[config.mk]
export PLATFORM = sky130hd
export DESIGN_NAME = ppcs_status_regs
export DESIGN_NICKNAME = d
export VERILOG_FILES = /design/src/design/ppcs_pkg.sv /design/src/design/ppcs_word_fmt.sv /design/src/design/ppcs_status_regs.sv
export VERILOG_INCLUDE_DIRS = /design/src /design/src/design
export SDC_FILE = /design/constraint.sdc
export NUM_CORES = 1
export LEC_CHECK = 0
export ABC_AREA = 1
export ABC_CLOCK_PERIOD_IN_PS = 1100
export BUFFER_PORTS_ARGS = -buffer_cell sky130_fd_sc_hd__buf_2
export CAP_MARGIN = 5
export CORE_MARGIN = 5
export CORE_UTILIZATION = 45
export DETAILED_ROUTE_END_ITERATION = 6
export PLACE_DENSITY = 0.73
export SYNTH_ARGS = -nofsm -noshare
export SYNTH_HDL_FRONTEND = slang
export SYNTH_SLANG_ARGS = --single-unit
[constraint.sdc]
create_clock -name sys_clk_i -period 1.1 [get_ports sys_clk_i]
set_clock_uncertainty 0.1 [all_clocks]
set_input_delay 0.055 -clock sys_clk_i [delete_from_list [all_inputs] [get_ports sys_clk_i]]
set_output_delay 0.055 -clock sys_clk_i [all_outputs]
set_load 0.02 [all_outputs]
[src/design/ppcs_params.svh]
// Constants for the primary pin and clock status registers
// Assumes inclusion by bare name from design files
`ifndef PPCS_PARAMS_SVH
`define PPCS_PARAMS_SVH

// Register indices on the serial register space
`define PPCS_ADDR_PIN_LEVELS   5'h0A
`define PPCS_ADDR_CLOCK_CHECK  5'h0B
`define PPCS_ADDR_W            5
// Common field positions
`define PPCS_BIT_PARITY        0
`define PPCS_BIT_DISCARD       1
// Pin status word field positions
`define PPCS_BIT_PWM           2
`define PPCS_BIT_INV_PWM       3
`define PPCS_BIT_ALLOW         4
`define PPCS_BIT_FAULT_A       5
`define PPCS_BIT_FAULT_B       6
`define PPCS_BIT_SER_OUT       7
`define PPCS_BIT_DIO           8
// Clock check word count field
`define PPCS_COUNT_LSB         8
`define PPCS_COUNT_W           8
// Values
`define PPCS_SEL_CLOCK         2'h2
`define PPCS_COUNT_RESET       8'h00
`define PPCS_WORD_ZERO         16'h0000
`define PPCS_PINS_RESET        7'h00

`endif

[src/design/ppcs_pkg.sv]
// Types for the primary pin and clock status registers
// Assumes the params header sits beside it
package ppcs_pkg;
  // Word returned to the host
  typedef logic [15:0] ppcs_word_type;
  // Verification function selection codes
  typedef enum logic [1:0]
  {
    PPCS_SEL_NONE  = 2'b00,
    PPCS_SEL_RSVD  = 2'b01,
    PPCS_SEL_CLOCK = 2'b10,
    PPCS_SEL_DIO   = 2'b11
  } ppcs_sel_type;
endpackage

[src/design/ppcs_word_fmt.sv]
// Finishes a register word: discard flag and odd parity bit
// Overwrites bits 1 and 0 of the body, whatever the caller puts there
`timescale 1ns/10ps
`include "ppcs_params.svh"
module ppcs_word_fmt
  import ppcs_pkg::*;
(
  input  wire ppcs_word_type body_i,
  input  wire logic          discard_i,
  output      ppcs_word_type word_o
);
  // ***************************************************
  // Odd parity over the whole word
  // ***************************************************
  ppcs_word_type with_flag;
  always_comb
  begin
    with_flag = body_i;
    with_flag[`PPCS_BIT_DISCARD] = discard_i;
    with_flag[`PPCS_BIT_PARITY] = 1'b0;
  end
  // Parity bit makes the count of ones odd
  assign word_o = {with_flag[15:1], ~(^with_flag[15:1])};
endmodule // ppcs_word_fmt

[src/design/ppcs_status_regs.sv]
// Primary pin level and clock check status registers
// Assumes a frame decoder supplies read address, write strobe and discard flag
`timescale 1ns/10ps
`include "ppcs_params.svh"
// Contract
// - Bit 8 shows digital I/O pin level
// - Bit 7 shows serial output level
// - Bit 6 shows fault B pin level
// - Bit 5 shows fault A pin level
// - Bit 4 shows drive allow pin level
// - Bit 3 shows inverted PWM pin level
// - Bit 2 shows PWM pin level
// - Bit 1 flags previous frame discarded
// - Bit 0 gives odd word parity
// - Count field holds measured oscillator cycles
// - Clear bit zeroes measured count; a new result loaded in the same cycle wins over the clear
// - Measurement only in verification mode, code 10
module ppcs_status_regs
  import ppcs_pkg::*;
#(
  parameter int COUNT_W = `PPCS_COUNT_W
)
(
  input  wire logic                   sys_clk_i,
  input  wire logic                   rst_b_i,
  input  wire logic                   dio_pin_i,
  input  wire logic                   serial_out_pin_i,
  input  wire logic                   fault_b_pin_i,
  input  wire logic                   fault_a_pin_i,
  input  wire logic                   drive_allow_pin_i,
  input  wire logic                   inverted_pwm_pin_i,
  input  wire logic                   pwm_pin_i,
  input  wire logic [1:0]             verify_function_select_i,
  input  wire logic                   verification_mode_i,
  input  wire logic                   count_valid_i,
  input  wire logic [COUNT_W-1:0]     osc_cycle_count_i,
  input  wire logic                   count_clear_bit_i,
  input  wire logic                   last_frame_discarded_i,
  input  wire logic                   rd_en_i,
  input  wire logic [`PPCS_ADDR_W-1:0] rd_addr_i,
  input  wire logic                   wr_en_i,
  output      logic [15:0]            rd_data_o,
  output      logic                   rd_hit_o,
  output      logic                   measure_active_o
);
  // ***************************************************
  // Parameter check
  // ***************************************************
  generate
    if (COUNT_W != `PPCS_COUNT_W)
    begin : g_bad_width
      $error("Count field must be eight bits wide");
    end
  endgenerate

  // ***************************************************
  // Address decode helper
  // ***************************************************
  function automatic logic is_mapped(input logic [`PPCS_ADDR_W-1:0] a);
    is_mapped = (a == `PPCS_ADDR_PIN_LEVELS) || (a == `PPCS_ADDR_CLOCK_CHECK);
  endfunction

  // ***************************************************
  // Sampled pin levels
  // ***************************************************
  logic [6:0] pins_reg;
  // Levels captured every clock, bit order matches word bits 8..2
  always_ff @(posedge sys_clk_i or negedge rst_b_i)
  begin
    if (!rst_b_i)
      pins_reg <= `PPCS_PINS_RESET;
    else
      pins_reg <= {dio_pin_i,
                   serial_out_pin_i,
                   fault_b_pin_i,
                   fault_a_pin_i,
                   drive_allow_pin_i,
                   inverted_pwm_pin_i,
                   pwm_pin_i};
  end

  // ***************************************************
  // Clock supervision count
  // ***************************************************
  logic               active_reg;
  logic [COUNT_W-1:0] count_reg;
  logic [COUNT_W-1:0] count_next;
  logic               active_next;
  // Supervision enabled only by selection code plus mode
  assign active_next = verification_mode_i &&
                       (verify_function_select_i == `PPCS_SEL_CLOCK);
  always_ff @(posedge sys_clk_i or negedge rst_b_i)
  begin
    if (!rst_b_i)
      active_reg <= 1'b0;
    else
      active_reg <= active_next;
  end
  assign measure_active_o = active_reg;
  // New result wins over clear in the same cycle
  always_comb
  begin
    count_next = count_reg;
    if (count_clear_bit_i)
      count_next = `PPCS_COUNT_RESET;
    if (count_valid_i && active_reg)
      count_next = osc_cycle_count_i;
  end
  // Host writes never reach this state
  always_ff @(posedge sys_clk_i or negedge rst_b_i)
  begin
    if (!rst_b_i)
      count_reg <= `PPCS_COUNT_RESET;
    else
      count_reg <= count_next;
  end

  // ***************************************************
  // Word bodies and formatting
  // ***************************************************
  ppcs_word_type pin_body;
  ppcs_word_type clk_body;
  ppcs_word_type pin_word;
  ppcs_word_type clk_word;
  // Reserved bits held at zero
  always_comb
  begin
    pin_body = `PPCS_WORD_ZERO;
    pin_body[`PPCS_BIT_DIO:`PPCS_BIT_PWM] = pins_reg;
    clk_body = `PPCS_WORD_ZERO;
    clk_body[`PPCS_COUNT_LSB +: `PPCS_COUNT_W] = count_reg;
  end
  ppcs_word_fmt u_fmt_pin
  (
    .body_i    (pin_body),
    .discard_i (last_frame_discarded_i),
    .word_o    (pin_word)
  );
  ppcs_word_fmt u_fmt_clk
  (
    .body_i    (clk_body),
    .discard_i (last_frame_discarded_i),
    .word_o    (clk_word)
  );

  // ***************************************************
  // Read port
  // ***************************************************
  // Registered read; writes ignored, unmapped reads give zero
  always_ff @(posedge sys_clk_i or negedge rst_b_i)
  begin
    if (!rst_b_i)
    begin
      rd_data_o <= `PPCS_WORD_ZERO;
      rd_hit_o  <= 1'b0;
    end
    else if (rd_en_i && !wr_en_i)
    begin
      rd_hit_o <= is_mapped(rd_addr_i);
      case (rd_addr_i)
        `PPCS_ADDR_PIN_LEVELS:  rd_data_o <= pin_word;
        `PPCS_ADDR_CLOCK_CHECK: rd_data_o <= clk_word;
        default:                rd_data_o <= `PPCS_WORD_ZERO;
      endcase
    end
    else
      rd_hit_o <= 1'b0;
  end
endmodule // ppcs_status_regs

Word-level counts from Yosys, hierarchy flattened

Index checks and enable logic that the tools add are counted.

Register bits after elaboration: 33
Word-level logic and storage cells: 22

Equality and inequality tests: 3
Multiplexer cells: 4
Bitwise gates (word level): 2
Reductions and logical operators: 8

Operator list:

| operator                                                               | number |
|---|---|
| 16-bit case mux with 2 select lines                                    | 1 |
| 15-bit XOR reduction                                                   | 2 |
| 8-bit two-way mux                                                      | 2 |
| 5-bit by 4-bit equality test with 1-bit output (second input constant) | 2 |
| 1-bit logical AND                                                      | 3 |
| 2-bit equality test (second input constant)                            | 1 |
| 1-bit inverter                                                         | 2 |
| 2-bit nonzero test                                                     | 1 |
| 1-bit zero test                                                        | 1 |
| 1-bit logical OR                                                       | 1 |
| 1-bit two-way mux                                                      | 1 |

Logic depth before layout (Yosys ltp)

Word-level depth: 3
Depth in mapped cells: 12
Gate-level depth less buffers: 11

Modules after synthesis

A second synthesis with hierarchy kept.

Cells, all modules: 400
Area, all modules: 2486.1 um^2

By module, submodules not included:

| module           | instances | cells each | area each (um^2) |
|---|---|---|---|
| ppcs_status_regs | 1         | 178        | 1502.7 |
| ppcs_word_fmt    | 2         | 111        | 491.7 |

Worst setup path before layout

Ideal clock, no wire load.

Path type: flip-flop to flip-flop
Start point: reg pins_reg[2]
End point: reg rd_data_o[0]
Setup time: 0.120 ns
Arrival time: 0.995 ns
Required time: 0.880 ns
Path slack: -0.114 ns
Cell stages (with the launch flop): 12
Period minus slack after synthesis: 1.214 ns
Cell sequence: dfrtp_1 -> buf_4 -> nand2_1 -> inv_1 -> nor2_1 -> nand2_1 -> nand2_1 -> nand2_1 -> nand3_1 -> nand2_1 -> inv_1 -> a21oi_2

Word-level cells in the longest chain between the ends: 3

Ends and longest elaborated chain:

| what                                | line                    | source |
|---|---|---|
| start: declaration                  | ppcs_status_regs.sv:66  | `logic [6:0] pins_reg;` |
| start signal: assignment            | ppcs_status_regs.sv:71  | `` pins_reg <= `PPCS_PINS_RESET; `` |
| start signal: assignment            | ppcs_status_regs.sv:73  | `pins_reg <= {dio_pin_i,` |
| 15-bit XOR reduction                | ppcs_word_fmt.sv:23     | `assign word_o = {with_flag[15:1], ~(^with_flag[15:1])};` |
| 1-bit inverter                      | ppcs_word_fmt.sv:23     |  |
| 16-bit case mux with 2 select lines | ppcs_status_regs.sv:160 | `case (rd_addr_i)` |
| end signal: assignment              | ppcs_status_regs.sv:161 | `` `PPCS_ADDR_PIN_LEVELS: rd_data_o <= pin_word; `` |
| end signal: assignment              | ppcs_status_regs.sv:162 | `` `PPCS_ADDR_CLOCK_CHECK: rd_data_o <= clk_word; `` |
| end signal: assignment              | ppcs_status_regs.sv:163 | `` default: rd_data_o <= `PPCS_WORD_ZERO; `` |
| end: declaration                    | ppcs_status_regs.sv:42  | `output logic [15:0] rd_data_o,` |

Every way passes these cells.
A chain may end at the register's enable or synchronous reset.

Worst setup path after layout

Start point: reg count_reg[4]
End point: reg rd_data_o[0]

Word-level cells in the longest chain between the ends: 3

Ends and longest elaborated chain:

| what                                | line                    | source |
|---|---|---|
| start: declaration                  | ppcs_status_regs.sv:86  | `logic [COUNT_W-1:0] count_reg;` |
| start signal: assignment            | ppcs_status_regs.sv:113 | `` count_reg <= `PPCS_COUNT_RESET; `` |
| start signal: assignment            | ppcs_status_regs.sv:115 | `count_reg <= count_next;` |
| 15-bit XOR reduction                | ppcs_word_fmt.sv:23     |  |
| 1-bit inverter                      | ppcs_word_fmt.sv:23     |  |
| 16-bit case mux with 2 select lines | ppcs_status_regs.sv:160 |  |

Every way passes these cells.

==> reports/results.tsv <==
stage	metric	value	unit
outcome	status	finished with violations	
outcome	violations	hold timing, setup timing	
synth	synth_top_family_by_area	simple AND/OR/NAND/NOR gates	
worst_setup_path	cp-start-kind	flip-flop	
route	vias_per_cell	4.55	
synth	synth_xor_area_frac	0.0392	
route	vias	1491	
cts	htree_num_levels	2	
layout	multi_input_area	656	sq um
worst_setup_path	worst_setup_path_end_kind	flip-flop	
grt	grt_max_degree	22	
worst_setup_path	critical_path_class	reg2reg	
hold_path	worstHoldPathCells	4	
worst_setup_path	crit_required	1.26	ns
cts	cts-root-buf	clkbuf_4	
placed_design	dp_hpwl	2460	um
floorplanning	num_rows	21	
cts	clock_tree.buffer_depth	2	
synth	synthAdderAreaFrac	0	
synth	synth_compound_area_frac	0.0816	
timing	setup_ws	-0.227	ns
worst_setup_path	path_cells	nand2_1, inv_1, nor2_1, nand2_1, nand2_2, nand2_1, nand3_1, nand3_2, a21oi_2	
synth	synth_flop_cell	dfrtp_1	
hold_path	holdCritPathClass	in2reg	
worst_setup_path	reg2reg_setup_slack	-0.23	ns
route	wl	3900	um
layout	drive_above_1_share	0.369	
synth	synth_common_cells	nand2_1 (66), dfrtp_1 (33), inv_1 (24)	
timing	report.final.slew_viol_count	0	
pwr	power	2.40	mW
layout	final-seq-area	832	sq um
pwr	vdd_drop_max	750	uV
route	drt.antenna.violating_nets	0	
grt	grt_use_total	0.178	
pwr	seq_power_share	0.533	
worst_setup_path	cp_common_cell	nand2_1	
layout	finalNetCount	312	
job	max_cap_viol_count	0	
synth	syn_inst	191	
timing	hold_violations	2	
grt	antenna_found_initial	0	
timing	period_share	1.21	
synth	ys_warn_count	0	
grt	grt_pass1_vias	1429	
route	drt_iter0_drc	77	
placed_design	preCtsSetupSlack	-0.200	ns
grt	grt_pass1_wl	6120	um
synth	muxShareOfSynthArea	0	
synth	synth_top_area_frac	0.528	
timing	tightestPinTransition	0.309	ns
cts	cts-hold-fix-buffers	24	
cts	clkLatencyLatePin	0.33	ns
synth	synth-edff-count	0	
synth	ys_seq_area_frac	0.528	
synth	synthesis.nets	221	
route	wl_per_cell	11.9	um
synth	synth.distinct_cells	22	
floorplanning	pin_count	48	
worst_setup_path	cp_max_fo	3	
synth	async_flop_share	1.00	
pwr	powerDensity	1030	mW/mm^2
worst_setup_path	crit_path_max_incr_delay	0.41	ns
timing	period_needed	1.33	ns
synth	mappedNetlistArea	0.00156	sq mm
floorplanning	start_util	0.465	
timing	maxSlewHeadroom	0.793	
pwr	p_clk_frac	0.285	
cts	clk_pin_slew_worst_paths	0.10	ns
floorplanning	die_y	69.0	um
grt	grt_overflow	0	
pwr	p_int	1.77	mW
floorplanning	core	0.00336	sq mm
floorplanning	dieArea	0.00475	sq mm
cts	cts.sinks	33	
synth	avgSynthCellArea	8.19	sq um
pwr	pwr-share-comb	0.181	
timing	setup-violations-final	5	
placed_design	port_buffers	47	
placed_design	gp_congestion	0.750	
route	route.detailed.drc	0	
timing	rsz0062_at_grt	true	
worst_setup_path	crit_slowest_cell	dfrtp_1	
worst_setup_path	worstPathArrival	1.49	ns
layout	antennaDiodeCount	0	
route	drt_first_pass_iters	4	
layout	largest_reg_flops	16	
synth	ys_ff_latch	33	
synth	synth-simple-area-share	0.262	
pwr	p_leak	1.26	nW
synth	synth_top_area_cell	dfrtp_1	
timing	clock.fmax	754	MHz
layout	finish.utilization	0.697	
layout	fillers	285	
cts	cts_tree	done	
synth	ys_top_cells_by_area	dfrtp_1 (53%), nand2_1 (16%), o21ai_0 (6.1%)	
layout	area_delta_synth_final	49.8	%
cts	numCtsBuffers	5	
pwr	switching_share	0.264	
floorplanning	dieWidth	69.0	um
synth	synth.most_common_cell	nand2_1	
timing	hold_ws	-0.0978	ns
pwr	p_sw	634	uW
worst_setup_path	rr_worst_depth	9	
-- power by group through the flow --
stage	logic (mW)	registers, mW	clock network, mW
floorplan	0.188	1.31	0
detailed placement	0.335	1.30	0
global route	0.489	1.29	0.762
CTS	0.415	1.28	0.701
global placement	0.330	1.30	0
finish	0.436	1.28	0.686
-- per-stage QoR --
stage / TNS (ns) / hold slack (ns) / instances / instance area [sq um]
after floorplan: -0.0872 / -0.341 / 191 / 1590
after global placement: -0.169 / -0.138 / 293 / 1950
after detailed placement: -0.231 / -0.139 / 293 / 1950
after CTS: -0.212 / -0.0274 / 326 / 2280
after global routing: -0.625 / -0.0768 / 328 / 2340
final: -0.313 / -0.0978 / 328 / 2340
-- final cells by class --
class	instances	share of cell area
flip-flops and latches	33	0.355
clock buffers	7	0.0235
well taps	46	0.0246
multi-input cells	125	0.280
repair buffers	90	0.274
inverters	27	0.0432
-- worst max-delay path: cells and delay by family, from the launching register on --
family	cells	cell delay (ns)
buffers and inverters	1	0.06
DFF	1	0.41
AOI/OAI and AO/OA	1	0.13
and+or+nand+nor	7	0.55
-- what timing repair did --
item / CTS / global route
resized for setup: 7 / 17
setup buffers: 2 / 3
pin swaps: 1 / 7
endpoints found under the setup margin: 2 / 12
hold endpoints to repair: 52 / 2
-- final timing paths --
| kind | start | end |
|---|---|---|
| setup / recovery | count_reg[4] | rd_data_o[0] |
| hold / removal | rd_addr_i[4] | rd_hit_o |
| setup reg to reg | count_reg[4] | rd_data_o[0] |
| hold reg to reg | rd_data_o[14] | rd_data_o[14] |
| min in group asynchronous | rst_b_i | rd_data_o[6] |
| max in group asynchronous | rst_b_i | pins_reg[6] |
-- cell families after synthesis --
family / count (synthesis)
AND/OR/NAND/NOR: 95
flip-flops: 33
buffers and inverters: 33
AO/OA/AOI/OAI: 23
XOR/XNOR: 7
-- metal layers --
metal / track usage / up-vias / part of all wire / routed length (um)
met4: 0.0754 / 0 / 0.017 / 65
met3: 0.0583 / 4 / 0.064 / 248
met5: 0 / - / 0 / 0
met2: 0.290 / 46 / 0.49 / 1910
met1: 0.216 / 671 / 0.43 / 1680
li1: - / 770 / - / -
-- cells in the final DEF (no fill, tap or decap), drive strengths merged, types with 5 or more instances in the layout --
cell type,count
buf,67
nand2,66
dfrtp,33
inv,27
dlygate4sd3,23
o21ai,19
nand3,16
nor2,10
clkbuf,7
xnor2,5
Note: power is estimated with default switching activity, not from simulation.
